[src/dpc_pkg.sv]
// Shared constants and types of the dosing pump mode and status controller.
// Assumes a single 100 MHz clock and a 1 ms tick derived inside the top.
package dpc_pkg;

    // ----------------------------------------------------------------
    // Clock and time base
    // ----------------------------------------------------------------
    localparam int unsigned CLK_HZ     = 100_000_000;
    localparam int unsigned TICK_US    = 1000;                     // Time-base period in us
    localparam int unsigned TICK_CYC   = CLK_HZ / 1_000_000 * TICK_US;
    localparam int unsigned DEB_MS     = 20;                       // Contact debounce time
    localparam int unsigned FLASH_MS   = 500;                      // Half period of a flashing LED
    localparam int unsigned FULL_MS    = 60000;                    // Longest full-capacity run per press
    localparam int unsigned IDLE_MS    = 10000;                    // No pulse for this long means standby
    localparam int unsigned RLY_MIN_MS = 100;                      // Least relay pulse width
    localparam int unsigned MS_W       = 16;

    // ----------------------------------------------------------------
    // Rate scaling: a fraction of full flow, FRAC_ONE is 100 %
    // ----------------------------------------------------------------
    localparam int unsigned FRAC_W     = 11;
    localparam logic [10:0] FRAC_ONE   = 11'h0400;
    localparam logic [10:0] PULSE_MIN  = 11'(({21'h0, FRAC_ONE} * 125 + 99999) / 100000); // 0.125 % rounded up to 2 LSB, about 0.2 %
    localparam logic [11:0] OWE_CAP    = 12'h0800;                 // Two strokes of owed volume
    localparam int unsigned ANA_W      = 16;                       // Loop current in uA
    localparam logic [15:0] ANA_LO_UA  = 16'h1004;                 // 4.1 mA
    localparam logic [15:0] ANA_HI_UA  = 16'h4D58;                 // 19.8 mA
    localparam int unsigned ANA_MUL    = 1024 * 65536 / (19800 - 4100);

    // ----------------------------------------------------------------
    // Types
    // ----------------------------------------------------------------
    typedef enum logic [1:0] {MODE_MANUAL, MODE_PULSE, MODE_ANALOG} dpc_mode_t;
    typedef enum logic [1:0] {R2_LOW, R2_STROKE, R2_PULSE} dpc_r2sel_t;

    typedef struct packed {
        logic       full_variant;   // 0: basic variant, 1: full variant
        logic       stop_nc;        // Stop contact normally closed
        logic       rly1_nc;        // Relay 1 normally closed
        logic       rly2_nc;        // Relay 2 normally closed
        dpc_r2sel_t rly2_sel;       // Relay 2 function
    } dpc_cfg_t;

    typedef struct packed {
        logic fault;
        logic ext_stop;
        logic tank;
        logic pulse;
        logic manual;
        logic analog;
        logic status;
    } dpc_leds_t;

endpackage : dpc_pkg

[src/dpc_sync.sv]
// Pin synchroniser and debouncer for one contact input.
// Assumes tick_i is a one-cycle pulse once per millisecond.
module dpc_sync #(
    parameter int unsigned DEB_W = 5
) (
    input  wire logic clk_i,
    input  wire logic rst_i,
    input  wire logic tick_i,
    input  wire logic pin_i,
    output logic      deb_o,
    output logic      rise_o
);
    logic             s1_r, s2_r, s3_r;
    logic [DEB_W-1:0] cnt_r;

    // ----------------------------------------------------------------
    // Three-stage synchroniser; only s2 reads s1
    // ----------------------------------------------------------------
    always_ff @(posedge clk_i) begin
        if (rst_i) begin
            s1_r <= 1'b0;
            s2_r <= 1'b0;
            s3_r <= 1'b0;
        end else begin
            s1_r <= pin_i;
            s2_r <= s1_r;
            s3_r <= s2_r;
        end
    end

    // Level accepted once stable for the debounce time; rejects contact bounce
    always_ff @(posedge clk_i) begin
        if (rst_i) begin
            cnt_r  <= '0;
            deb_o  <= 1'b0;
            rise_o <= 1'b0;
        end else begin
            rise_o <= 1'b0;
            if (s2_r != s3_r || s3_r == deb_o) begin
                cnt_r <= '0;
            end else if (tick_i) begin
                if (cnt_r == DEB_W'(dpc_pkg::DEB_MS - 1)) begin
                    deb_o  <= s3_r;
                    rise_o <= s3_r;
                    cnt_r  <= '0;
                end else begin
                    cnt_r <= cnt_r + 1'b1;
                end
            end
        end
    end
endmodule : dpc_sync

[src/dpc_stretch.sv]
// Event stretcher: holds its output for a least number of ms ticks.
// Assumes ev_i is a one-cycle pulse; a new event restarts the hold.
module dpc_stretch #(
    parameter int unsigned MS_W = 16
) (
    input  wire logic            clk_i,
    input  wire logic            rst_i,
    input  wire logic            tick_i,
    input  wire logic            ev_i,
    input  wire logic [MS_W-1:0] hold_ms_i,
    output logic                 act_o
);
    logic [MS_W-1:0] left_r;

    // Countdown in ms; an event restarts it
    always_ff @(posedge clk_i) begin
        if (rst_i) begin
            left_r <= '0;
        end else if (ev_i) begin
            left_r <= hold_ms_i;
        end else if (tick_i && left_r != '0) begin
            left_r <= left_r - 1'b1;
        end
    end

    assign act_o = (left_r != '0);
endmodule : dpc_stretch

[src/dpc_top.sv]
// Mode selection, rate demand, stop handling, LEDs and relays of a
// motor-driven diaphragm dosing pump.
// Assumes one 100 MHz clock; contacts arrive raw from pins, while the
// knob, loop current, stroke and motor fault come from same-clock logic.

module dpc_top #(
    parameter int unsigned TICK_CYCLES = dpc_pkg::TICK_CYC
) (
    input  wire logic                          CLK_I,
    input  wire logic                          RST_I,
    input  wire dpc_pkg::dpc_cfg_t             CFG_I,
    input  wire logic                          MODE_KEY_I,
    input  wire logic                          FULL_KEY_I,
    input  wire logic                          EXT_STOP_I,
    input  wire logic                          PULSE_I,
    input  wire logic                          LOW_LEVEL_I,
    input  wire logic                          EMPTY_I,
    input  wire logic                          MOTOR_FAULT_I,
    input  wire logic                          STROKE_DONE_I,
    input  wire logic [dpc_pkg::FRAC_W-1:0]    KNOB_I,
    input  wire logic [dpc_pkg::ANA_W-1:0]     ANALOG_UA_I,
    output logic      [dpc_pkg::FRAC_W-1:0]    RATE_O,
    output logic                               RUN_O,
    output dpc_pkg::dpc_mode_t                 MODE_O,
    output dpc_pkg::dpc_leds_t                 LEDS_O,
    output logic                               RELAY1_O,
    output logic                               RELAY2_O
);
    localparam logic [10:0] ONE = dpc_pkg::FRAC_ONE;

    logic [16:0]            tick_cnt_r;
    logic                   tick;
    logic [dpc_pkg::MS_W-1:0] flash_cnt_r;
    logic                   flash_r;
    logic                   mode_db, mode_rise, full_db, stop_db, pulse_db, pulse_rise;
    logic                   low_db, empty_db;
    dpc_pkg::dpc_mode_t     mode_r;
    logic [dpc_pkg::MS_W-1:0] full_cnt_r;
    logic                   full_act;
    logic [10:0]            knob;
    logic [10:0]            pulse_vol;
    logic [11:0]            owed_r;
    logic [11:0]            owed_nxt;
    logic [dpc_pkg::MS_W-1:0] idle_cnt_r;
    logic                   pulse_idle;
    logic [15:0]            ana_diff;
    logic [31:0]            ana_prod;
    logic [10:0]            ana_frac;
    logic [21:0]            ana_rate;
    logic                   ext_act, stop_any, ana_low;
    logic [10:0]            rate_nxt;
    logic                   standby;
    logic                   stroke_ev, pulse_ev;
    logic                   r2_act;

    // ----------------------------------------------------------------
    // Millisecond time base and LED flash clock
    // ----------------------------------------------------------------
    always_ff @(posedge CLK_I) begin
        if (RST_I) begin
            tick_cnt_r <= '0;
        end else if (tick) begin
            tick_cnt_r <= '0;
        end else begin
            tick_cnt_r <= tick_cnt_r + 1'b1;
        end
    end
    assign tick = (tick_cnt_r == 17'(TICK_CYCLES - 1));

    // Flash phase toggles every half period
    always_ff @(posedge CLK_I) begin
        if (RST_I) begin
            flash_cnt_r <= '0;
            flash_r     <= 1'b0;
        end else if (tick) begin
            if (flash_cnt_r == 16'(dpc_pkg::FLASH_MS - 1)) begin
                flash_cnt_r <= '0;
                flash_r     <= ~flash_r;
            end else begin
                flash_cnt_r <= flash_cnt_r + 1'b1;
            end
        end
    end

    // ----------------------------------------------------------------
    // Contact inputs
    // ----------------------------------------------------------------
    dpc_sync u_mode  (.clk_i(CLK_I), .rst_i(RST_I), .tick_i(tick), .pin_i(MODE_KEY_I),
                      .deb_o(mode_db), .rise_o(mode_rise));
    dpc_sync u_full  (.clk_i(CLK_I), .rst_i(RST_I), .tick_i(tick), .pin_i(FULL_KEY_I),
                      .deb_o(full_db), .rise_o());
    dpc_sync u_stop  (.clk_i(CLK_I), .rst_i(RST_I), .tick_i(tick), .pin_i(EXT_STOP_I),
                      .deb_o(stop_db), .rise_o());
    dpc_sync u_pulse (.clk_i(CLK_I), .rst_i(RST_I), .tick_i(tick), .pin_i(PULSE_I),
                      .deb_o(pulse_db), .rise_o(pulse_rise));
    dpc_sync u_low   (.clk_i(CLK_I), .rst_i(RST_I), .tick_i(tick), .pin_i(LOW_LEVEL_I),
                      .deb_o(low_db), .rise_o());
    dpc_sync u_empty (.clk_i(CLK_I), .rst_i(RST_I), .tick_i(tick), .pin_i(EMPTY_I),
                      .deb_o(empty_db), .rise_o());

    // ----------------------------------------------------------------
    // Operation mode
    // ----------------------------------------------------------------
    // Basic variant has no mode key and stays in manual
    always_ff @(posedge CLK_I) begin
        if (RST_I || !CFG_I.full_variant) begin
            mode_r <= dpc_pkg::MODE_MANUAL;
        end else if (mode_rise) begin
            unique case (mode_r)
                dpc_pkg::MODE_MANUAL: mode_r <= dpc_pkg::MODE_PULSE;
                dpc_pkg::MODE_PULSE:  mode_r <= dpc_pkg::MODE_ANALOG;
                dpc_pkg::MODE_ANALOG: mode_r <= dpc_pkg::MODE_MANUAL;
                default:              mode_r <= dpc_pkg::MODE_MANUAL;
            endcase
        end
    end
    assign MODE_O = mode_r;

    // ----------------------------------------------------------------
    // Full-capacity key
    // ----------------------------------------------------------------
    // Time is bounded so a stuck key cannot overdose indefinitely
    always_ff @(posedge CLK_I) begin
        if (RST_I || !full_db) begin
            full_cnt_r <= '0;
        end else if (tick && full_act) begin
            full_cnt_r <= full_cnt_r + 1'b1;
        end
    end
    assign full_act = full_db && (full_cnt_r < 16'(dpc_pkg::FULL_MS));

    // ----------------------------------------------------------------
    // Pulse mode: owed volume accumulator
    // ----------------------------------------------------------------
    assign knob      = (KNOB_I > ONE) ? ONE : KNOB_I;
    assign pulse_vol = (knob < dpc_pkg::PULSE_MIN) ? dpc_pkg::PULSE_MIN : knob;

    // Each pulse adds its volume, a stroke pays one stroke back when a whole stroke is owed
    always_comb begin
        owed_nxt = owed_r;
        if (STROKE_DONE_I && owed_nxt >= {1'b0, ONE}) begin
            owed_nxt = owed_nxt - {1'b0, ONE};
        end
        if (pulse_rise) begin
            owed_nxt = owed_nxt + {1'b0, pulse_vol};
        end
        if (owed_nxt > dpc_pkg::OWE_CAP) begin
            owed_nxt = dpc_pkg::OWE_CAP;
        end
    end

    always_ff @(posedge CLK_I) begin
        if (RST_I || mode_r != dpc_pkg::MODE_PULSE) begin
            owed_r <= '0;
        end else begin
            owed_r <= owed_nxt;
        end
    end

    // Pulse silence detector
    always_ff @(posedge CLK_I) begin
        if (RST_I || pulse_rise) begin
            idle_cnt_r <= '0;
        end else if (tick && !pulse_idle) begin
            idle_cnt_r <= idle_cnt_r + 1'b1;
        end
    end
    assign pulse_idle = (idle_cnt_r == 16'(dpc_pkg::IDLE_MS));

    // ----------------------------------------------------------------
    // Analog mode: linear map 4.1..19.8 mA onto 0..knob
    // ----------------------------------------------------------------
    // Multiply by a reciprocal to avoid a divider; error below one LSB
    assign ana_low  = (ANALOG_UA_I <= dpc_pkg::ANA_LO_UA);
    assign ana_diff = ana_low ? 16'h0000 : ANALOG_UA_I - dpc_pkg::ANA_LO_UA;
    assign ana_prod = 32'(ana_diff) * 32'(dpc_pkg::ANA_MUL);
    assign ana_frac = (ANALOG_UA_I >= dpc_pkg::ANA_HI_UA || ana_prod[31:16] > 16'(ONE))
                      ? ONE : ana_prod[26:16];
    assign ana_rate = 22'(knob) * 22'(ana_frac);

    // ----------------------------------------------------------------
    // Stop conditions and rate demand
    // ----------------------------------------------------------------
    assign ext_act  = CFG_I.full_variant && (stop_db ^ CFG_I.stop_nc);
    assign stop_any = ext_act || empty_db || MOTOR_FAULT_I;

    always_comb begin
        rate_nxt = '0;
        if (stop_any) begin
            rate_nxt = '0;
        end else if (full_act) begin
            rate_nxt = ONE;
        end else begin
            unique case (mode_r)
                dpc_pkg::MODE_MANUAL: rate_nxt = knob;
                dpc_pkg::MODE_PULSE:  rate_nxt = (owed_r >= {1'b0, ONE}) ? ONE : 11'h000;
                dpc_pkg::MODE_ANALOG: rate_nxt = ana_rate[20:10];
                default:              rate_nxt = '0;
            endcase
        end
    end

    always_ff @(posedge CLK_I) begin
        if (RST_I) begin
            RATE_O <= '0;
            RUN_O  <= 1'b0;
        end else begin
            RATE_O <= rate_nxt;
            RUN_O  <= (rate_nxt != '0);
        end
    end

    // ----------------------------------------------------------------
    // LEDs
    // ----------------------------------------------------------------
    // Standby shows as a flashing mode LED; empty tank and motor fault do not by themselves make it flash
    assign standby = !full_act && (ext_act ||
                     (mode_r == dpc_pkg::MODE_MANUAL && knob == '0) ||
                     (mode_r == dpc_pkg::MODE_PULSE && pulse_idle && owed_r < {1'b0, ONE}) ||
                     (mode_r == dpc_pkg::MODE_ANALOG && (ana_low || knob == '0)));

    always_ff @(posedge CLK_I) begin
        if (RST_I) begin
            LEDS_O <= '0;
        end else begin
            LEDS_O.manual   <= CFG_I.full_variant && mode_r == dpc_pkg::MODE_MANUAL &&
                               (!standby || flash_r);
            LEDS_O.pulse    <= CFG_I.full_variant && mode_r == dpc_pkg::MODE_PULSE &&
                               (!standby || flash_r);
            LEDS_O.analog   <= CFG_I.full_variant && mode_r == dpc_pkg::MODE_ANALOG &&
                               (!standby || flash_r);
            LEDS_O.status   <= !CFG_I.full_variant && !stop_any &&
                               (!standby || flash_r);
            LEDS_O.fault    <= MOTOR_FAULT_I && flash_r;
            LEDS_O.ext_stop <= ext_act;
            LEDS_O.tank     <= CFG_I.full_variant &&
                               (empty_db || (low_db && flash_r));
        end
    end

    // ----------------------------------------------------------------
    // Relays
    // ----------------------------------------------------------------
    assign pulse_ev  = pulse_rise;
    assign stroke_ev = STROKE_DONE_I;

    // Short events stretched so the relay can actually pull in
    dpc_stretch #(.MS_W(dpc_pkg::MS_W)) u_r2_stretch (
        .clk_i    (CLK_I),
        .rst_i    (RST_I),
        .tick_i   (tick),
        .ev_i     ((CFG_I.rly2_sel == dpc_pkg::R2_STROKE) ? stroke_ev : pulse_ev),
        .hold_ms_i(16'(dpc_pkg::RLY_MIN_MS)),
        .act_o    (r2_act)
    );

    always_ff @(posedge CLK_I) begin
        if (RST_I) begin
            RELAY1_O <= 1'b0;
            RELAY2_O <= 1'b0;
        end else begin
            RELAY1_O <= (empty_db || MOTOR_FAULT_I) ^ CFG_I.rly1_nc;
            unique case (CFG_I.rly2_sel)
                dpc_pkg::R2_STROKE,
                dpc_pkg::R2_PULSE: RELAY2_O <= r2_act ^ CFG_I.rly2_nc;
                default:           RELAY2_O <= low_db ^ CFG_I.rly2_nc;
            endcase
        end
    end

    // ----------------------------------------------------------------
    // Checks
    // ----------------------------------------------------------------
    chk_mode_onehot: assert property (@(posedge CLK_I) disable iff (RST_I)
        $countones({LEDS_O.manual, LEDS_O.pulse, LEDS_O.analog}) <= 1)
        else $error("more than one mode LED lit");

    chk_mode_advance: assert property (@(posedge CLK_I) disable iff (RST_I)
        mode_rise && CFG_I.full_variant |=> mode_r != $past(mode_r))
        else $error("mode key did not change mode");

    chk_mode_order: assert property (@(posedge CLK_I) disable iff (RST_I)
        mode_rise && CFG_I.full_variant && mode_r == dpc_pkg::MODE_PULSE
        |=> mode_r == dpc_pkg::MODE_ANALOG)
        else $error("mode order broken");

    chk_full_rate: assert property (@(posedge CLK_I) disable iff (RST_I)
        full_act && !stop_any |=> RATE_O == ONE && RUN_O)
        else $error("full key did not give full rate");

    chk_manual_rate: assert property (@(posedge CLK_I) disable iff (RST_I)
        mode_r == dpc_pkg::MODE_MANUAL && !full_act && !stop_any |=> RATE_O == $past(knob))
        else $error("manual rate differs from knob");

    chk_surplus_cap: assert property (@(posedge CLK_I) disable iff (RST_I)
        owed_r <= dpc_pkg::OWE_CAP)
        else $error("surplus pulses stored");

    chk_analog_low: assert property (@(posedge CLK_I) disable iff (RST_I)
        mode_r == dpc_pkg::MODE_ANALOG && ana_low && !full_act && !stop_any |=> RATE_O == '0)
        else $error("analog below threshold still doses");

    chk_stop_rate: assert property (@(posedge CLK_I) disable iff (RST_I)
        stop_any |=> !RUN_O && RATE_O == '0)
        else $error("pump runs while stopped");

    chk_ext_led: assert property (@(posedge CLK_I) disable iff (RST_I)
        ext_act ##1 ext_act |-> LEDS_O.ext_stop)
        else $error("external stop LED not steady");

    chk_alarm_relay: assert property (@(posedge CLK_I) disable iff (RST_I)
        MOTOR_FAULT_I && !CFG_I.rly1_nc ##1 !CFG_I.rly1_nc |-> RELAY1_O)
        else $error("alarm relay not active on fault");
endmodule : dpc_top

[config.mk]
export PLATFORM = sky130hd
export DESIGN_NAME = dpc_top
export DESIGN_NICKNAME = d
export VERILOG_FILES = /design/src/dpc_pkg.sv /design/src/dpc_sync.sv /design/src/dpc_stretch.sv /design/src/dpc_top.sv
export SDC_FILE = /design/constraint.sdc
export NUM_CORES = 1
export LEC_CHECK = 0
export ABC_AREA = 0
export BUFFER_PORTS_ARGS = -buffer_cell sky130_fd_sc_hd__clkbuf_2
export CORE_MARGIN = 5
export CORE_UTILIZATION = 55
export DETAILED_ROUTE_END_ITERATION = 7
export GPL_TIMING_DRIVEN = 0
export PLACE_DENSITY = 0.72
export SLEW_MARGIN = 40
export SYNTH_ARGS = -nofsm -noshare
export SYNTH_HDL_FRONTEND = slang
export SYNTH_SLANG_ARGS = --single-unit
[constraint.sdc]
create_clock -name CLK_I -period 17.65 [get_ports CLK_I]
set_input_delay 3.53 -clock CLK_I [delete_from_list [all_inputs] [get_ports CLK_I]]
set_output_delay 3.53 -clock CLK_I [all_outputs]
set_load 0.02 [all_outputs]
==> flow_summary.ini, run 1 <==
[run_status]
outcome = completed

[place]
place.gp.congestion = 0.9227
hpwl_um = 28850
numPortBuffers = 62

[yosys]
ys_seq_area_share_pct = 22.80
synth_seq_cells = 173
synth_enable_flop_cells = 0
synth_top_family_by_area = adder cells
synthesis.area_um2 = 15190
syn_nets = 2139
synth_xor_area_share_pct = 6.978
async_flop_share_pct = 0
synthSimpleGateAreaFrac_pct = 22.61
synth_compound_area_share_pct = 10.27
yosys.area.top_type = dfxtp_1
yosys_warnings = 0
yosys-top-cells-area = dfxtp_1 (23%), ha_1 (15%), fa_1 (15%), nor2_1 (6.0%), inv_1 (4.7%)
synth_top_area_share_pct = 22.80
synth_ff_type = dfxtp_1
syn_area_per_cell_um2 = 8.405
synth_cells = 1807
yosysUniqueCellTypes = 69
synthAdderAreaFrac_pct = 29.30
muxShareOfSynthArea_pct = 1.574

[route]
ant_nets = 0
vias = 12946
first_pass_iters = 6
drt-initial-drc-count = 1006
drc = 0
wl_um = 36820
via_per_inst = 5.696
wire_per_inst_um = 16.20

[floorplanning]
rows = 60
die_w_um = 176.2
die_y_um = 176.2
io_pins = 66
fp.coreArea_um2 = 27100
die_area_um2 = 31040
start_util_pct = 56.04

[sta]
maxSlewViolCount = 0
max_freq_mhz = 59.97
clock_skew_ps = 6.712
final.period_utilization_pct = 94.48
rsz0062_at_grt = false
hold_violations = 0
slew_headroom_pct = 37.62
tightest_slew_ps = 929.0
min_period_ps = 16680
setup_tns_ps = 0
timing.hold.ws_ps = 436.8
finalSetupViolations = 0

[worst_setup_path]
cp-end-kind = register
slowest_stage = fa_1
start_kind = input pin
reg2reg_from = owed_r[0]
reg2reg_depth = 14
reg2reg_setup_slack_ps = 14210
critical_path_class = in2reg
crit_path_start = ANALOG_UA_I[2]
arrival_ps = 17020
cpPeakStageDelay_ps = 560
cp_max_fo = 10
cp.required_ps = 17990
crit_top_cell = inv_1

[global_route]
grt_pass1_wl_um = 62360
grt_max_degree = 17
track_usage_pct = 24.21
antenna_found_initial = 1
grt_overflow_total = 0
grt_pass1_vias = 12675

[clock_network]
h-tree-depth = 4
clockRootBuffer = clkbuf_16
path_clk_slew_ps = 70
cts_resized = 0
worstSkewPairLatency_ps = 430
cts_tree = built
cts_buffers = 17
cts_buffer_depth = 2
cts_setup_buffers = 0
ctsHoldBuffers = 0
clock_sinks = 173

[layout]
area_growth_pct = 9.590
antenna_cells = 0
final.fill_count = 2371
nNetsFinal = 2220
drive_above_1_share_pct = 7.207

[hold_path]
hold_depth = 1
hold_class = reg2reg
worstHoldStart = u_stop.s1_r

[power_and_ir_drop]
vdd_ir_drop_max_mv = 0.08543
leakage_uw = 0.007535
pwr_density_cell_nw_per_um2 = 99.65

[job]
drv_cap = 0
## per-layer routing
layer,GRT usage [%],up-vias,wire length (µm)
li1,-,6281,-
met1,33.81,6203,16750
met2,39.33,406,17030
met3,4.797,56,2536
met4,4.938,0,500
met5,0,-,0
## flip-flops by register name (all words and copies together), names as in the netlist, 2 cells and up
register / count
tick_cnt_r: 17
flash_cnt_r: 16
full_cnt_r: 16
idle_cnt_r: 16
u_r2_stretch.left_r: 16
owed_r: 12
RATE_O: 11
LEDS_O: 7
u_empty.cnt_r: 5
u_full.cnt_r: 5
u_low.cnt_r: 5
u_mode.cnt_r: 5
u_pulse.cnt_r: 5
u_stop.cnt_r: 5
MODE_O: 2
## synth_stat cells (4+ instances only)
cell type,instances
a21oi_1,76
nand2_1,112
o21ai_0,60
ha_1,178
buf_1,5
a21o_1,25
and3_1,39
o21a_1,7
dfxtp_1,173
nor4b_1,10
mux2i_1,16
nand2b_1,23
a211oi_1,8
a311oi_1,4
or3_1,19
inv_1,191
and2_1,9
clkinv_1,6
nand4_1,29
mux2_2,7
nor2b_1,32
or2_2,14
or4_1,8
nor4_1,18
buf_4,5
clkbuf_1,47
a31oi_1,11
xor2_1,71
o21bai_1,10
and4_1,8
xnor2_1,50
a41oi_1,5
o31ai_1,7
nand3_1,71
nor3_1,49
fa_1,111
nor2_1,243
## path summary, 6_finish.rpt
| path | to |
|---|---|
| setup / recovery | RUN_O |
| hold / removal | u_stop.s2_r |
| setup reg to reg | owed_r[10] |
| hold reg to reg | u_stop.s2_r |
## power by group
group          internal, µW  switching (µW)  total (µW)  leakage [µW]
combinational           288             568         857       0.00582
sequential              394            2.50         397       0.00140
clock                   246             159         405      0.000313
## worst max-delay path, delay by kind of cell
family	cells	cell delay, ps
fa+ha+maj	13	5550
compound gates	10	2370
buf+inv	15	2070
simple gates	12	3290
xor+xnor	1	200
## cells in the final DEF, fill, tap and decap left out, types with 8 or more instances in the layout
cell type and count:
nor2_1 243, inv_1 191, ha_1 178, dfxtp_1 173, nand2_1 112, fa_1 111
a21oi_1 76, xor2_1 71, nand3_1 71, clkbuf_2 62, o21ai_0 60, xnor2_1 50
clkbuf_1 48, nor3_1 48, and3_1 39, nor2b_1 32, nand4_1 29, a21o_1 25
nand2b_1 23, or3_1 19, clkbuf_16 17, nor4_1 16, mux2i_1 16, or2_2 14
a31oi_1 10, o21bai_1 10, and2_1 9, nor4b_1 9, and4_1 8, a211oi_1 8
or4_1 8
## metrics by stage
step / instances / total power [µW] / utilization [%] / instance area [µm²] / setup slack [ps]
after floorplan: 1807 / 1022 / - / 15190 / 2499
after global placement: 2241 / 1226 / 58.90 / 15960 / 253.5
after detailed placement: 2241 / 1244 / 58.95 / 15980 / 399.4
after CTS: 2273 / 1655 / 61.31 / 16620 / 788.9
after global routing: 2273 / 1794 / 61.41 / 16640 / 2.382
final: 2273 / 1659 / 61.41 / 16640 / 973.8
## layout make-up
type | count | area, µm² | area share, %
multi-input combinational | 1378 | 10780 | 64.78
sequential | 173 | 3463 | 20.81
inverter | 197 | 739.5 | 4.443
tap | 372 | 465.4 | 2.797
clock buffer | 20 | 456.7 | 2.744
timing repair buffer | 62 | 310.3 | 1.864
buffer | 59 | 242.7 | 1.458
clock inverter | 12 | 183.9 | 1.105
## logic make-up after synthesis
logic type | count (synthesis)
AND/OR/NAND/NOR | 698
buffers and inverters | 256
flip-flops | 173
multiplexers | 23
AO/OA/AOI/OAI | 247
adder cells (fa/ha/maj) | 289
XOR/XNOR | 121
No activity file was read; power rests on OpenSTA's default activity.
==> inputs of run 2 (changes only) <==
- ABC_AREA: 0 -> 1
==> flow_summary.ini, run 2 <==
[yosys]
yosysUniqueCellTypes = 52
syn_nets = 2446
syn_area_per_cell_um2 = 7.289
ys_seq_area_share_pct = 22.48
yosys_warnings = 0
yosys-top-cells-area = dfxtp_1 (22%), ha_1 (14%), fa_1 (14%), inv_1 (9.5%), nand2_1 (8.3%)
synth_ff_type = dfxtp_1
synth_cells = 2114
synth_most_common_cell = inv_1
synthesis.area_um2 = 15410
synth_enable_flop_cells = 0
synth_seq_cells = 173
synth_top_area_share_pct = 22.48
yosys.area.top_type = dfxtp_1
synthTopCellsByCount = inv_1 (388), nand2_1 (340), nor2_1 (310)
async_flop_share_pct = 0

[layout]
largest_reg_flops = 17
nNetsFinal = 2529
final_cell_mix = inv_1 (388), nand2_1 (340), nor2_1 (309), ha_1 (178), dfxtp_1 (173)
drive_above_1_share_pct = 6.290
final_util_pct = 60.81
antenna_cells = 0
final_common_cell = inv_1
fin_area_um2 = 16850
regMostFlops = tick_cnt_r
area_growth_pct = 9.347

[place]
numPortBuffers = 64
hpwl_um = 29230
place_ws_ps = 2575
place.gp.congestion = 0.9463
place_area_um2 = 16210

[floorplanning]
io_pins = 66
fp.coreArea_um2 = 27710
die_y_um = 177.4
start_util_pct = 55.62
die_w_um = 177.4
rows = 61
die_area_um2 = 31460

[worst_setup_path]
cp-end-kind = register
arrival_ps = 14970
cp_max_fo = 10
start_kind = input pin
crit_top_cell = inv_1
slowest_stage = nor2_1
cpPeakStageDelay_ps = 610
critical_path_class = in2reg
cp.required_ps = 17930

[sta]
hold_violations = 0
slew_headroom_pct = 46.75
tightest_slew_ps = 795.9
min_period_ps = 14690
clock_skew_ps = 12.91
max_freq_mhz = 68.07
rsz0062_at_grt = false
final.period_utilization_pct = 83.23
fin_ws_ps = 2960
setup_tns_ps = 0
finalSetupViolations = 0
maxSlewViolCount = 0

[global_route]
antenna_found_initial = 0
grt_pass1_wl_um = 61700
track_usage_pct = 23.49
grt_max_degree = 17
grt_overflow_total = 0
grt_pass1_vias = 13438

[route]
first_pass_iters = 5
via_per_inst = 5.361
vias = 13875
wl_um = 36630
drc = 0
wire_per_inst_um = 14.15
ant_nets = 0
drt-initial-drc-count = 1077

[clock_network]
ctsHoldBuffers = 0
worstSkewPairLatency_ps = 420
clock_sinks = 173
cts_buffers = 17
h-tree-depth = 4
cts_setup_buffers = 0
clockRootBuffer = clkbuf_16
cts_resized = 0
cts_tree = built
cts_buffer_depth = 2
path_clk_slew_ps = 60

[hold_path]
hold_class = reg2reg

[power_and_ir_drop]
vdd_ir_drop_max_mv = 0.08051
finalPower_uw = 1550
pwr_density_cell_nw_per_um2 = 91.98
leakage_uw = 0.008014

[run_status]
outcome = completed

[job]
drv_cap = 0
[run 2: cell count changes after synthesis, sizes merged, moves of 33 or more]
cell	change
inv	+201
and3	-35
a21oi	+64
clkbuf	-33
nand2	+239
xor2	-44
xnor2	-42
nor2	+74
[run 2: path summary, 6_finish.rpt]
kind | startpoint | end | slack (ps) | cells after the start
setup / recovery | ANALOG_UA_I[2] | RUN_O | 2960 | 58
hold / removal | u_stop.s1_r | u_stop.s2_r | 400 | 2
setup reg to reg | tick_cnt_r[0] | idle_cnt_r[15] | 13620 | 17
hold reg to reg | u_stop.s1_r | u_stop.s2_r | 400 | 2
[run 2: layout make-up]
type | instances | area (µm²)
Fill cell | 2573 | 10860
Multi-Input combinational cell | 1525 | 10390
Sequential cell | 173 | 3463
Inverter | 397 | 1490
Tap cell | 378 | 473.0
Clock buffer | 18 | 439.2
Timing Repair Buffer | 64 | 320.3
Clock inverter | 14 | 200.2
Buffer | 19 | 77.57
[run 2: critical path, delay by kind of cell]
family | cells | cell delay, ps
and+or+nand+nor | 28 | 3790
adders and majority gates | 13 | 5690
buffers and inverters | 13 | 1030
AOI/OAI and AO/OA | 4 | 880
[run 2: where the power goes]
part	internal, µW	switching [µW]
sequential	394	1.71
combinational	257	491
clock	244	162
[run 2: logic make-up after synthesis]
family                   Yosys count  synth area share [%]
buffers and inverters            416                 10.17
adder cells (fa/ha/maj)          289                 28.88
XOR/XNOR                          35                 1.989
multiplexers                       6                0.3898
flip-flops                       173                 22.48
AND/OR/NAND/NOR                  917                 26.07
AO/OA/AOI/OAI                    278                 10.02
[run 2: per-stage QoR]
stage | cells | hold WS, ps
5_1_grt | 2588 | 425.0
2_1_floorplan | 2114 | 388.3
3_5_place_dp | 2556 | 403.9
4_1_cts | 2588 | 406.2
6_report | 2588 | 404.5
3_3_place_gp | 2556 | 393.7
[run 2: metal layers]
layer,global-route usage [%],up-vias,wire length [µm]
li1,-,6973,-
met1,32.22,6475,16830
met2,39.62,379,16910
met3,3.132,48,2201
met4,5.575,0,688
met5,0,-,0
